**config.mk**
```make
export PLATFORM = sky130hd
export DESIGN_NAME = mrdt_mode_trim
export DESIGN_NICKNAME = d
export VERILOG_FILES = /design/src/hdl/mrdt_pkg.sv /design/src/hdl/mrdt_mode_trim.sv /design/src/hdl/mrdt_burst_addr.sv /design/src/hdl/mrdt_trim_step.sv
export SDC_FILE = /design/constraint.sdc
export NUM_CORES = 1
export LEC_CHECK = 0
export BUFFER_PORTS_ARGS = -buffer_cell sky130_fd_sc_hd__buf_2
export CAP_MARGIN = 30
export CORE_MARGIN = 10
export CORE_UTILIZATION = 49
export DETAILED_ROUTE_END_ITERATION = 6
export PLACE_DENSITY = 0.8
export SKIP_CTS_REPAIR_TIMING = 1
export SLEW_MARGIN = 20
export SYNTH_ARGS = -nofsm -noshare
export SYNTH_HDL_FRONTEND = slang
export SYNTH_SLANG_ARGS = --single-unit
```
**constraint.sdc**
```tcl
create_clock -name core_clk -period 3.3 [get_ports core_clk]
set_clock_uncertainty 0.1 [all_clocks]
set_input_delay 0.33 -clock core_clk [delete_from_list [all_inputs] [get_ports core_clk]]
set_output_delay 0.33 -clock core_clk [all_outputs]
set_load 0.01 [all_outputs]
```
**src/hdl/mrdt_pkg.sv**
```systemverilog
// Constants for the mode register and driver trim block
package mrdt_pkg;
  localparam int ADDR_W = 14;
  localparam int BANK_W = 3;
  localparam int DQ_W = 16;
  localparam int MODE_W = 15;
  localparam int TRIM_W = 5;
  // Register select on bank inputs
  localparam logic [1:0] SEL_REGULAR = 2'h0;
  localparam logic [1:0] SEL_EXTENDED = 2'h1;
  // Regular register fields
  localparam int BURST_LEN_LSB = 0;
  localparam int BURST_ORDER_POS = 3;
  localparam int LATENCY_LSB = 4;
  localparam int TEST_BIT_POS = 7;
  localparam logic [2:0] BURST_CODE_2 = 3'h1;
  localparam logic [2:0] BURST_CODE_4 = 3'h2;
  localparam logic [2:0] LATENCY_CODE_3 = 3'h3;
  localparam logic [2:0] LATENCY_CODE_4 = 3'h4;
  localparam logic [2:0] LATENCY_CODE_5 = 3'h5;
  // Extended register fields
  localparam int DLL_SWITCH_POS = 0;
  localparam int STRENGTH_LO_POS = 1;
  localparam int STRENGTH_HI_POS = 6;
  localparam int TRIM_LSB = 7;
  localparam int DQSB_POS = 10;
  localparam logic [1:0] STRENGTH_NORMAL = 2'h0;
  localparam logic [1:0] STRENGTH_STRONG = 2'h1;
  localparam logic [1:0] STRENGTH_WEAK = 2'h2;
  localparam logic [1:0] STRENGTH_FULL = 2'h3;
  localparam logic [2:0] TRIM_EXIT = 3'h0;
  localparam logic [2:0] TRIM_DRIVE_HI = 3'h1;
  localparam logic [2:0] TRIM_DRIVE_LO = 3'h2;
  localparam logic [2:0] TRIM_ADJUST = 3'h4;
  localparam logic [2:0] TRIM_DEFAULT = 3'h7;
  // Trim code decode (beat 0 in bit 3)
  localparam logic [3:0] CODE_NOP = 4'h0;
  localparam logic [3:0] CODE_PU_UP = 4'h1;
  localparam logic [3:0] CODE_PU_DN = 4'h2;
  localparam logic [3:0] CODE_PD_UP = 4'h4;
  localparam logic [3:0] CODE_PD_DN = 4'h8;
  localparam logic [3:0] CODE_BOTH_UP = 4'h5;
  localparam logic [3:0] CODE_PUDN_PDUP = 4'h6;
  localparam logic [3:0] CODE_PUUP_PDDN = 4'h9;
  localparam logic [3:0] CODE_BOTH_DN = 4'hA;
  localparam logic [TRIM_W-1:0] TRIM_MID = 5'h08;
  localparam logic [TRIM_W-1:0] TRIM_MAX_STEP = 5'h10;
  localparam logic [TRIM_W-1:0] TRIM_ZERO = 5'h00;
  localparam logic [MODE_W-1:0] MODE_RESET = 15'h0000;
  // Command codes
  typedef enum logic [2:0] {
    CMD_NOP, CMD_READ_ACT, CMD_WRA, CMD_ADDR_LATCH, CMD_MODE_SET, CMD_REF
  } mrdt_cmd_e;
endpackage

```
**src/hdl/mrdt_mode_trim.sv**
```systemverilog
// Mode register programming and output driver trim control
// Notes on behaviour
// - Operations are a first command then a second command on the next clock.
// - Mode set is accepted only as second command after read-activate, banks idle.
// - Mode set after read-activate cancels that read.
// - Register contents load from address 0-13 and bank 0.
// - Bank 1:0 = 00 regular, 01 extended, bank 1 high reserved.
// - Registers hold until rewritten; controller must program them first.
// - Burst length code 001 gives two, 010 gives four; others reserved.
// - Address bit 3 picks sequential or interleaved burst order.
// - Sequential order increments, wrapping in one or two low bits.
// - Interleaved order flips the low lower-address bits.
// - Latency codes 011, 100, 101 mean 3, 4, 5 clocks.
// - Extended bit 0 low enables the DLL.
// - Extended bits 6,1 pick normal, strong, weak or full drive.
// - Trim only with full drive; chosen strength is the start level. Code gates only adjust on full drive and starts both levels at TRIM_MID.
// - Extended bits 9-7 select exit, drive high, drive low, adjust, default.
// - Drive high sets data and strobe high, complement low; drive low opposite.
// - One code applies to every data line equally.
// - Code decode raises or lowers pull-up and pull-down per table.
// - Each trim limited to 16 steps; further codes ignored.
`timescale 1ns/10ps
module mrdt_mode_trim (
  // Clock and reset
  input wire logic core_clk,
  input wire logic reset,
  // Command pins
  input wire mrdt_pkg::mrdt_cmd_e cmd,
  input wire logic banks_idle,
  input wire logic [mrdt_pkg::ADDR_W-1:0] addr,
  input wire logic [mrdt_pkg::BANK_W-1:0] bank,
  // Write data beats, one per data line
  input wire logic [mrdt_pkg::DQ_W-1:0] dq_in,
  // Data and strobe pins
  output logic [mrdt_pkg::DQ_W-1:0] dq_out,
  output logic [mrdt_pkg::DQ_W-1:0] dq_oe,
  output logic dqs_out,
  output logic dqs_n_out,
  output logic dqs_oe,
  output logic dqs_n_oe,
  // Decoded mode state
  output logic read_cancel,
  output logic [2:0] burst_len,
  output logic burst_interleave,
  output logic [2:0] access_latency,
  output logic [2:0] write_latency,
  output logic test_mode,
  output logic dll_enable,
  output logic [1:0] drive_strength,
  output logic dqs_n_enable,
  output logic [mrdt_pkg::TRIM_W-1:0] pullup_level,
  output logic [mrdt_pkg::TRIM_W-1:0] pulldown_level,
  // Burst address query
  input wire logic [1:0] beat_start,
  input wire logic [1:0] beat_index,
  output logic [1:0] beat_addr
);
  typedef enum logic [1:0] {ST_IDLE, ST_FIRST_RD, ST_FIRST_WR} mrdt_seq_e;
  typedef enum logic [1:0] {TR_OFF, TR_DRIVE_HI, TR_DRIVE_LO, TR_ADJUST} mrdt_trim_e;

  mrdt_seq_e seq_q;
  mrdt_trim_e trim_q;
  logic [mrdt_pkg::MODE_W-1:0] regular_mode_register_q;
  logic [mrdt_pkg::MODE_W-1:0] extended_mode_register_q;
  logic [mrdt_pkg::MODE_W-1:0] mode_word;
  logic mode_set_cmd;
  logic regular_wr;
  logic extended_wr;
  logic [2:0] trim_op;
  logic [2:0] lat_cnt_q;
  logic lat_run_q;
  logic [1:0] beat_cnt_q;
  logic beat_run_q;
  logic [3:0] code_q;
  logic code_done_q;
  logic pu_up;
  logic pu_dn;
  logic pd_up;
  logic pd_dn;
  logic trim_default;
  logic [1:0] ext_strength;
  logic trim_drive;
  logic trim_high;

  // Second command is only meaningful right after a first command
  always_ff @(posedge core_clk) begin
    if (reset) begin
      seq_q <= ST_IDLE;
    end else begin
      case (cmd)
        mrdt_pkg::CMD_READ_ACT: begin
          seq_q <= ST_FIRST_RD;
        end
        mrdt_pkg::CMD_WRA: begin
          seq_q <= ST_FIRST_WR;
        end
        default: begin
          seq_q <= ST_IDLE;
        end
      endcase
    end
  end

  assign mode_set_cmd = (seq_q == ST_FIRST_RD) && (cmd == mrdt_pkg::CMD_MODE_SET)
                        && banks_idle;
  // Select bits 1 and 2 carry no content; bank 0 tops the stored word
  assign mode_word = {bank[0], addr};
  assign regular_wr = mode_set_cmd && (bank[1:0] == mrdt_pkg::SEL_REGULAR);
  assign extended_wr = mode_set_cmd && (bank[1:0] == mrdt_pkg::SEL_EXTENDED);
  assign trim_op = addr[mrdt_pkg::TRIM_LSB +: 3];

  always_ff @(posedge core_clk) begin
    if (reset) begin
      read_cancel <= 1'b0;
    end else begin
      read_cancel <= mode_set_cmd;
    end
  end

  // Reset to zero only for determinism; contents are undefined to the controller
  always_ff @(posedge core_clk) begin
    if (reset) begin
      regular_mode_register_q <= mrdt_pkg::MODE_RESET;
    end else if (regular_wr) begin
      regular_mode_register_q <= mode_word;
    end
  end

  always_ff @(posedge core_clk) begin
    if (reset) begin
      extended_mode_register_q <= mrdt_pkg::MODE_RESET;
    end else if (extended_wr) begin
      extended_mode_register_q <= mode_word;
    end
  end

  // Reserved codes decode as zero so a missed setup is visible
  always_comb begin
    case (regular_mode_register_q[mrdt_pkg::BURST_LEN_LSB +: 3])
      mrdt_pkg::BURST_CODE_2: begin
        burst_len = 3'h2;
      end
      mrdt_pkg::BURST_CODE_4: begin
        burst_len = 3'h4;
      end
      default: begin
        burst_len = 3'h0;
      end
    endcase
  end

  always_comb begin
    case (regular_mode_register_q[mrdt_pkg::LATENCY_LSB +: 3])
      mrdt_pkg::LATENCY_CODE_3: begin
        access_latency = 3'h3;
      end
      mrdt_pkg::LATENCY_CODE_4: begin
        access_latency = 3'h4;
      end
      mrdt_pkg::LATENCY_CODE_5: begin
        access_latency = 3'h5;
      end
      default: begin
        access_latency = 3'h0;
      end
    endcase
  end

  // Write data is due one clock ahead of read data
  always_comb begin
    if (access_latency == 3'h0) begin
      write_latency = 3'h0;
    end else begin
      write_latency = access_latency - 3'h1;
    end
  end

  assign burst_interleave = regular_mode_register_q[mrdt_pkg::BURST_ORDER_POS];
  assign test_mode = regular_mode_register_q[mrdt_pkg::TEST_BIT_POS];
  assign dll_enable = ~extended_mode_register_q[mrdt_pkg::DLL_SWITCH_POS];
  assign drive_strength = {extended_mode_register_q[mrdt_pkg::STRENGTH_HI_POS],
                           extended_mode_register_q[mrdt_pkg::STRENGTH_LO_POS]};
  assign dqs_n_enable = extended_mode_register_q[mrdt_pkg::DQSB_POS];

  mrdt_burst_addr u_burst_addr (
    .start_addr(beat_start),
    .interleave(burst_interleave),
    .len_four(burst_len == 3'h4),
    .beat(beat_index),
    .beat_addr(beat_addr)
  );

  // Trim mode follows each extended write; strength field only takes effect with adjust
  always_ff @(posedge core_clk) begin
    if (reset) begin
      trim_q <= TR_OFF;
    end else if (extended_wr) begin
      case (trim_op)
        mrdt_pkg::TRIM_DRIVE_HI: begin
          trim_q <= TR_DRIVE_HI;
        end
        mrdt_pkg::TRIM_DRIVE_LO: begin
          trim_q <= TR_DRIVE_LO;
        end
        mrdt_pkg::TRIM_ADJUST: begin
          // Adjust below full strength is ignored rather than guessed at
          if (ext_strength == mrdt_pkg::STRENGTH_FULL) begin
            trim_q <= TR_ADJUST;
          end else begin
            trim_q <= TR_OFF;
          end
        end
        default: begin
          trim_q <= TR_OFF;
        end
      endcase
    end else if (trim_q == TR_ADJUST && code_done_q) begin
      trim_q <= TR_OFF;
    end
  end

  assign ext_strength = {addr[mrdt_pkg::STRENGTH_HI_POS], addr[mrdt_pkg::STRENGTH_LO_POS]};

  assign trim_default = extended_wr && (trim_op == mrdt_pkg::TRIM_DEFAULT);

  // Adjust code arrives write latency clocks after the adjust command
  always_ff @(posedge core_clk) begin
    if (reset) begin
      lat_run_q <= 1'b0;
      lat_cnt_q <= 3'h0;
    end else if (extended_wr && trim_op == mrdt_pkg::TRIM_ADJUST) begin
      lat_run_q <= 1'b1;
      lat_cnt_q <= write_latency;
    end else if (lat_run_q) begin
      lat_cnt_q <= lat_cnt_q - 3'h1;
      if (lat_cnt_q <= 3'h1) begin
        lat_run_q <= 1'b0;
      end
    end
  end

  // Four beats in fixed order, independent of burst order; bit 0 line is sampled
  always_ff @(posedge core_clk) begin
    if (reset) begin
      beat_run_q <= 1'b0;
      beat_cnt_q <= 2'h0;
      code_q <= 4'h0;
      code_done_q <= 1'b0;
    end else begin
      code_done_q <= 1'b0;
      if (lat_run_q && lat_cnt_q <= 3'h1) begin
        beat_run_q <= 1'b1;
        beat_cnt_q <= 2'h0;
      end else if (beat_run_q) begin
        code_q <= {code_q[2:0], dq_in[0]};
        beat_cnt_q <= beat_cnt_q + 2'h1;
        if (beat_cnt_q == 2'h3) begin
          beat_run_q <= 1'b0;
          code_done_q <= 1'b1;
        end
      end
    end
  end

  always_comb begin
    pu_up = 1'b0;
    pu_dn = 1'b0;
    pd_up = 1'b0;
    pd_dn = 1'b0;
    if (code_done_q && trim_q == TR_ADJUST) begin
      case (code_q)
        mrdt_pkg::CODE_PU_UP: pu_up = 1'b1;
        mrdt_pkg::CODE_PU_DN: pu_dn = 1'b1;
        mrdt_pkg::CODE_PD_UP: pd_up = 1'b1;
        mrdt_pkg::CODE_PD_DN: pd_dn = 1'b1;
        mrdt_pkg::CODE_BOTH_UP: begin
          pu_up = 1'b1;
          pd_up = 1'b1;
        end
        mrdt_pkg::CODE_PUDN_PDUP: begin
          pu_dn = 1'b1;
          pd_up = 1'b1;
        end
        mrdt_pkg::CODE_PUUP_PDDN: begin
          pu_up = 1'b1;
          pd_dn = 1'b1;
        end
        mrdt_pkg::CODE_BOTH_DN: begin
          pu_dn = 1'b1;
          pd_dn = 1'b1;
        end
        default: pu_up = 1'b0;
      endcase
    end
  end

  // Shared levels keep every data line at the same strength
  mrdt_trim_step u_pullup (
    .core_clk(core_clk),
    .reset(reset),
    .load_default(trim_default),
    .step_up(pu_up),
    .step_down(pu_dn),
    .level_q(pullup_level),
    .steps_q()
  );

  mrdt_trim_step u_pulldown (
    .core_clk(core_clk),
    .reset(reset),
    .load_default(trim_default),
    .step_up(pd_up),
    .step_down(pd_dn),
    .level_q(pulldown_level),
    .steps_q()
  );

  // Drive mode pin levels
  assign trim_drive = (trim_q == TR_DRIVE_HI) || (trim_q == TR_DRIVE_LO);
  assign trim_high = (trim_q == TR_DRIVE_HI);

  for (genvar i = 0; i < mrdt_pkg::DQ_W; i++) begin : g_dq_pin
    always_ff @(posedge core_clk) begin
      if (reset) begin
        dq_out[i] <= 1'b0;
        dq_oe[i] <= 1'b0;
      end else begin
        dq_out[i] <= trim_high;
        dq_oe[i] <= trim_drive;
      end
    end
  end

  // Complement strobe drives only when enabled, else the pin would fight the board
  always_ff @(posedge core_clk) begin
    if (reset) begin
      dqs_out <= 1'b0;
      dqs_n_out <= 1'b0;
      dqs_oe <= 1'b0;
      dqs_n_oe <= 1'b0;
    end else begin
      dqs_out <= trim_high;
      dqs_n_out <= (trim_q == TR_DRIVE_LO);
      dqs_oe <= trim_drive;
      dqs_n_oe <= trim_drive && dqs_n_enable;
    end
  end
endmodule

```
**src/hdl/mrdt_burst_addr.sv**
```systemverilog
// Lower address sequencing for one burst beat
`timescale 1ns/10ps
module mrdt_burst_addr (
  // Start and setup
  input wire logic [1:0] start_addr,
  input wire logic interleave,
  input wire logic len_four,
  input wire logic [1:0] beat,
  // Result
  output logic [1:0] beat_addr
);
  logic [1:0] seq_sum;
  always_comb begin
    seq_sum = start_addr + beat;
    if (interleave) begin
      beat_addr = len_four ? (start_addr ^ beat) : {start_addr[1], start_addr[0] ^ beat[0]};
    end else if (len_four) begin
      beat_addr = seq_sum;
    end else begin
      beat_addr = {start_addr[1], seq_sum[0]};
    end
  end
endmodule

```
**src/hdl/mrdt_trim_step.sv**
```systemverilog
// One step-limited trim strength counter
`timescale 1ns/10ps
module mrdt_trim_step (
  // Clock and reset
  input wire logic core_clk,
  input wire logic reset,
  // Control
  input wire logic load_default,
  input wire logic step_up,
  input wire logic step_down,
  // State
  output logic [mrdt_pkg::TRIM_W-1:0] level_q,
  output logic [mrdt_pkg::TRIM_W-1:0] steps_q
);
  always_ff @(posedge core_clk) begin
    if (reset || load_default) begin
      level_q <= mrdt_pkg::TRIM_MID;
      steps_q <= mrdt_pkg::TRIM_ZERO;
    end else if ((step_up || step_down) && steps_q != mrdt_pkg::TRIM_MAX_STEP) begin
      steps_q <= steps_q + 5'h01;
      level_q <= step_up ? level_q + 5'h01 : level_q - 5'h01;
    end
  end
endmodule

```
==> results of run 1 <==
-- metrics by stage --
step / power [W] / std cells
final: 0.00103 / 438
after global routing: 0.00107 / 438
after CTS: 0.00105 / 438
after detailed placement: 0.000699 / 430
after global placement: 0.000698 / 430
after floorplan: 0.000676 / 316
-- layer usage --
| metal | vias up | GRT usage, % | part of all wire (%) |
|---|---|---|---|
| li1 | 1121 | - | - |
| met1 | 997 | 13.0 | 40 |
| met4 | 0 | 4.60 | 1.3 |
| met3 | 6 | 3.93 | 11 |
| met5 | - | 0 | 0 |
| met2 | 60 | 20.6 | 47 |
-- cell families (layout without fill, tap and decap cells) --
kind of cell	Yosys count	after routing	share of synthesized area, %
buffers and inverters	60	110	12.9
AO/OA/AOI/OAI	38	38	8.67
XOR/XNOR	21	21	6.43
adder cells (fa/ha/maj)	20	20	9.28
other	1	1	0.131
AND/OR/NAND/NOR	106	106	19.5
multiplexers	17	17	6.00
flip-flops	53	53	37.1
-- cells in the final DEF, fill, tap and decap left out, types with 2 or more instances in the layout --
cell type | netlist | routed
nand4b_1 | 3 | 3
clkinv_2 | 0 | 2
xor2_1 | 8 | 8
nor2b_1 | 6 | 6
fa_1 | 2 | 2
nor2_1 | 39 | 39
dfxtp_1 | 53 | 53
a31oi_1 | 2 | 2
nor3_1 | 4 | 4
mux2i_1 | 16 | 16
a21o_1 | 2 | 2
o21ai_0 | 6 | 6
a21oi_1 | 18 | 18
clkbuf_8 | 0 | 5
nor3b_1 | 2 | 2
nand3_1 | 10 | 10
nand2_1 | 17 | 17
a211oi_1 | 4 | 4
nor4b_1 | 2 | 2
nand2b_1 | 3 | 3
or3_1 | 5 | 5
buf_2 | 3 | 86
nand4_1 | 4 | 4
xnor2_1 | 13 | 13
and2_1 | 4 | 4
ha_1 | 18 | 18
inv_1 | 15 | 15
-- power breakdown --
part,switching [W],internal (W),total [W]
sequential,0.000000519,0.000640,0.000640
clock,0.000202,0.000147,0.000349
combinational,0.0000249,0.0000186,0.0000435
total,0.000227,0.000806,0.00103
-- critical path, cell delays in order (launching register included) --
cell and delay (ns):
dfxtp_1 0.41, ha_1 0.18, and2_1 0.20, nand4b_1 0.29
ha_1 0.42, nor2b_1 0.14, a221oi_1 0.30, xor2_1 0.12
or3_1 0.32, a21oi_1 0.14
-- cell type report --
| class | count | area [µm²] |
|---|---|---|
| repair buffers | 87 | 438 |
| multi-input cells | 203 | 1430 |
| clock buffers | 6 | 72.6 |
| fillers | 511 | 2420 |
| inverters | 15 | 56.3 |
| flip-flops and latches | 53 | 1060 |
| clock inverters | 2 | 10.0 |
| well taps | 72 | 90.1 |
-- state kept, by name, indices dropped and copies added, names as in the netlist, 3 cells and up --
signal                    count
code_q                        4
regular_mode_register_q       8
u_pulldown.level_q            5
u_pullup.steps_q              5
lat_cnt_q                     3
extended_mode_register_q      4
u_pulldown.steps_q            5
u_pullup.level_q              5
-- how the worst max path moves through the flow --
stage	from	endpoint	slack, ns	cells after the start
5_1_grt	trim_q[0]	u_pullup.level_q[4]	0.39	9
4_1_cts	trim_q[0]	u_pullup.level_q[4]	0.60	9
3_5_place_dp	trim_q[0]	u_pullup.level_q[4]	0.63	9
3_3_place_gp	trim_q[0]	u_pullup.level_q[4]	0.69	9
6_report	trim_q[0]	u_pullup.level_q[4]	0.62	9
2_1_floorplan	trim_q[0]	u_pullup.level_q[4]	0.92	9
==> metrics, run 1 <==
status=complete, no violations; cell with the most instances after synthesis=dfxtp_1; DP Area=3070 µm²; Setup CP Type=flip-flop to flip-flop; minimum clock period=approximately 2.7 ns; final WL=5.62 mm; leakage power=1.52 nW; critical path capture point type=flip-flop; P&R area growth vs syn=10.4%; Hold Crit Class=primary input to flip-flop; Die Ht=96.4 µm; Worst-Margin Slew=0.646 ns; Syn Inst Count=between 300 and 400; initial antenna violation count=0; GRT overflow=0; Synth top area share=between 30% and 40%; Worst Hold Path EP=seq_q[0]; reg2reg setup slack=0.62 ns; IO Port Bufs=86; Reg-to-Reg End=u_pullup.level_q[4]; WL per Instance=12.8 µm; I/O pin count=107; Root Driver=clkbuf_8; Yosys top cell by area=dfxtp_1; Final Cycle Share=81.3%; ANT cells=0; yosys warns=0; final setup margin=slightly above 0.6 ns; RSZ-0062 raised after global routing=no; worst slack at placement=about 0.63 ns; CTS tree=done; cell area after layout=~3200 µm²; pin count of the biggest net entering global routing=34; Die Wd=approximately 96 µm; synth top area cells=dfxtp_1 37%, buf_4 9.2%, ha_1 7.9%; vias post-DR=2,184; RR Startpoint=trim_q[0]; H-tree depth=2; Synth cell types=44; final setup vio count=0; Hold WS=0.119 ns; PwrDens=327 nW/µm²; Post-synth EDFFs=0; ys flop type=dfxtp_1; clk_lat worst skew=0.30 ns; First-pass DRT Iterations=4; Iter 0 DRT Violations=a little under 90; Core Region=5570 µm²; Hold Path Origin=cmd[2]; routability cong.=between 0.7 and 0.8; Critical Path RT=3.44 ns; post-layout util=between 50% and 60%; total of max-cap violations=0; die area=9290 µm²; TritonCTS Sinks=53; vias in the first global route=a little over 2,000; share of layout cells above drive strength 1=27.6%; Hold Path Depth=2; DP HPWL=4.41 mm; fin. max-slew vios=0; VDD IR max=between 0.2 and 0.25 mV; CP Launch Type=flip-flop; cells on worst reg2reg path=9; Final Net Count=428; DRT antenna net count=0; Final Hold Fails=0; Fin Setup TNS=0 ns; Residual DRC=0; clk slew on worst S/H paths=0.09 ns; syn nets=379; Num CTS Buffers=5; FMAX=0.373 GHz; arrival time worst endpoint=2.82 ns; # rows=27; global-route wire length before repair=approximately 9.0 mm; detailed-route vias per instance=4.99; FF+latch count, synth=53; synthesized area=2860 µm²; CP Max Fanout=6; Synth top cells by count=53 x dfxtp_1, 39 x nor2_1, 35 x buf_4; Global Route Usage Sum=a little under an eighth; Avg Cell Area, Syn=9.05 µm²; clock tree buffer depth=2; fraction of registers with async set/reset=0%; initial core utilization=about half; register area share after synthesis=a little under two fifths; worst rel slew slack=between 50% and 60%
Power figures use the tool's default switching activity.
==> run 2, diff against run 1 <==
--- a/config.mk
+++ b/config.mk
@@ -8,9 +8,9 @@
 export BUFFER_PORTS_ARGS = -buffer_cell sky130_fd_sc_hd__buf_2
 export CAP_MARGIN = 30
 export CORE_MARGIN = 10
-export CORE_UTILIZATION = 49
+export CORE_UTILIZATION = 45
 export DETAILED_ROUTE_END_ITERATION = 6
-export PLACE_DENSITY = 0.8
+export PLACE_DENSITY = 0.77
 export SKIP_CTS_REPAIR_TIMING = 1
 export SLEW_MARGIN = 20
 export SYNTH_ARGS = -nofsm -noshare
==> constraint.sdc (replaced) <==
create_clock -name core_clk -period 2.4 [get_ports core_clk]
set_clock_uncertainty 0.1 [all_clocks]
set_input_delay 0.24 -clock core_clk [delete_from_list [all_inputs] [get_ports core_clk]]
set_output_delay 0.24 -clock core_clk [all_outputs]
set_load 0.01 [all_outputs]
==> run 2 against run 1 <==
Via count is 4.4% higher. Worst hold slack worse by 0.098 ns. Setup slack lost 0.57 ns. Wire length is 11% higher. Combinational power increased by 44%. Power rose by 54%.
==> metrics, run 2 (synthesis gave the netlist of run 1 again) <==
RR Startpoint=trim_q[0] (unchanged); worst rel slew slack=58.3% (was 56.8%); vias in the first global route=2,159 (was 2,016); most frequent cells in the layout=86 x buf_2, 50 x dfxtp_1, 39 x nor2_1 (was 86 x buf_2, 53 x dfxtp_1, 39 x nor2_1); Die Wd=99.7 µm (was 96.4 µm); VDD IR max=0.247 mV (was 0.209 mV); TritonCTS Sinks=53 (unchanged); die area=9940 µm² (was 9290 µm²); Final Cycle Share=98.0% (was 81.3%); total of max-cap violations=0 (unchanged); M2 GR Usage=19.9% (was 20.6%); Root Driver=clkbuf_8 (unchanged); clk_lat worst skew=0.31 ns (was 0.30 ns); Critical Path Source=trim_q[0] (unchanged); fillers=544 (was 511); I/O pin count=107 (unchanged); Final Net Count=440 (was 428); met1 usage=12.0% (was 13.0%); Reg with most FFs=regular_mode_register_q (unchanged); Critical Path RT=2.55 ns (was 3.44 ns); final WL=6.26 mm (was 5.62 mm); P&R area growth vs syn=17.2% (was 10.4%); arrival time worst endpoint=2.50 ns (was 2.82 ns); Hold Path Depth=2 (unchanged); Worst Hold Path EP=seq_q[0] (unchanged); cells on worst reg2reg path=9 (unchanged); Die Ht=99.7 µm (was 96.4 µm); First-pass DRT Iterations=4 (unchanged); DP HPWL=4.68 mm (was 4.41 mm); clock tree buffer depth=2 (unchanged); Hold Crit Class=primary input to flip-flop (unchanged); DRT antenna net count=0 (unchanged); slowest stage delay, CP=0.43 ns (was 0.42 ns); Num CTS Buffers=5 (unchanged); share of layout cells above drive strength 1=33.3% (was 27.6%); leakage power=1.60 nW (was 1.52 nW); RSZ-0062 raised after global routing=yes (was no); minimum clock period=2.35 ns (was 2.68 ns); global-route wire length before repair=9.80 mm (was 9.00 mm); vias post-DR=2,280 (was 2,184); ANT cells=0 (unchanged); Fin Setup TNS=0 ns (unchanged); pin count of the biggest net entering global routing=33 (was 34); initial core utilization=47.2% (was 51.3%); CP Max Fanout=4 (was 6); Global Route Usage Sum=11.8% (about the same); max reg flops=8 (unchanged); grt met3 use=5.40% (was 3.93%); H-tree depth=2 (unchanged); GR peak layer=met2 (unchanged); Iter 0 DRT Violations=86 (was 88); CP Launch Type=flip-flop (unchanged); Core Region=6060 µm² (was 5570 µm²); initial antenna violation count=0 (unchanged); most common cell after layout, fill and taps aside=buf_2 (unchanged); CP top delay family=simple AND/OR/NAND/NOR gates (unchanged); routability cong.=0.750 (was 0.785); detailed-route vias per instance=5.03 (was 4.99); buffers plus inverters on the worst setup path=0 (unchanged); GRT overflow=0 (unchanged); fin. max-slew vios=0 (unchanged); Setup CP Type=flip-flop to flip-flop (unchanged); CTS tree=done (unchanged); Worst-Margin Slew=0.626 ns (was 0.646 ns); final setup vio count=0 (unchanged); crit path cell chain=ha_4 -> and2_4 -> nand4b_1 -> fa_2 -> a21o_1 -> a21oi_2 -> xor2_1 -> or3_1 -> a21oi_1 (was ha_1 -> and2_1 -> nand4b_1 -> ha_1 -> nor2b_1 -> a221oi_1 -> xor2_1 -> or3_1 -> a21oi_1); Hold Path Origin=cmd[2] (unchanged); clk slew on worst S/H paths=0.10 ns (was 0.09 ns); Final Hold Fails=0 (unchanged); Hold WS=0.0215 ns (was 0.119 ns); status=complete, no violations (unchanged); Reg-to-Reg End=u_pulldown.level_q[4] (was u_pullup.level_q[4]); Residual DRC=0 (unchanged); WL per Instance=13.8 µm (was 12.8 µm); reg2reg setup slack=0.05 ns (was 0.62 ns); PwrDens=474 nW/µm² (was 327 nW/µm²); Slowest-stage cell, CP=fa_2 (was ha_1); FMAX=0.425 GHz (was 0.373 GHz); # rows=28 (was 27); critical path capture point type=flip-flop (unchanged); IO Port Bufs=86 (unchanged)
## run 2: cell types whose count changed in the layout (fill, tap and decap cells not counted), moves of 3 or more
cell / before / now
ha_1: 18 / 15
dfxtp_1: 53 / 50
ha_4: 0 / 3
dfxtp_2: 0 / 3
buf_4: 1 / 12
## run 2: worst reg2reg max path: stages, from the launching register on
cell and delay (ns):
dfxtp_2 0.36, ha_4 0.13, and2_4 0.15, nand4b_1 0.23, fa_2 0.43, a21o_1 0.17
a21oi_2 0.15, xor2_1 0.10, or3_1 0.32, a21oi_1 0.13
## run 2: worst max path at each step
stage                       endpoint  cells after the start
3_3_place_gp   u_pulldown.level_q[4]                      9
4_1_cts        u_pulldown.level_q[4]                      9
6_report       u_pulldown.level_q[4]                      9
3_5_place_dp   u_pulldown.level_q[4]                      9
5_1_grt        u_pulldown.level_q[4]                      9
2_1_floorplan    u_pullup.level_q[4]                      9
## run 2: area by class of cell
cell class / instances / area (µm²) / share of cell area [%]
inverter: 15 / 56.3 / 1.68
tap: 75 / 93.8 / 2.80
clock inverter: 1 / 30.0 / 0.897
sequential: 53 / 1060 / 31.8
timing repair buffer: 99 / 532 / 15.9
clock buffer: 7 / 86.3 / 2.58
multi-input combinational: 203 / 1490 / 44.4
## run 2: metal layers
metal | routed length [µm] | part of all wire, %
met1 | 2410 | 38
met2 | 3110 | 50
met3 | 632 | 10
met4 | 112 | 1.8
met5 | 0 | 0
## run 2: power breakdown
part / internal, W / leakage [nW] / switching (W)
registers: 0.000880 / 0.428 / 0.000000698
clock network: 0.000341 / 0.0585 / 0.000303
logic: 0.0000275 / 1.11 / 0.0000351
## run 2: through the flow
step	total power [W]	instance area, µm²	util [%]	worst slack, ns	cells
global route	0.00163	3350	55.3	-0.0635	453
CTS	0.00159	3260	53.8	-0.237	450
floorplan	0.000930	2860	-	0.0181	316
finish	0.00159	3350	55.3	0.0474	453
global placement	0.000962	3150	51.9	-0.00250	442
detailed placement	0.000963	3150	51.9	-0.116	442
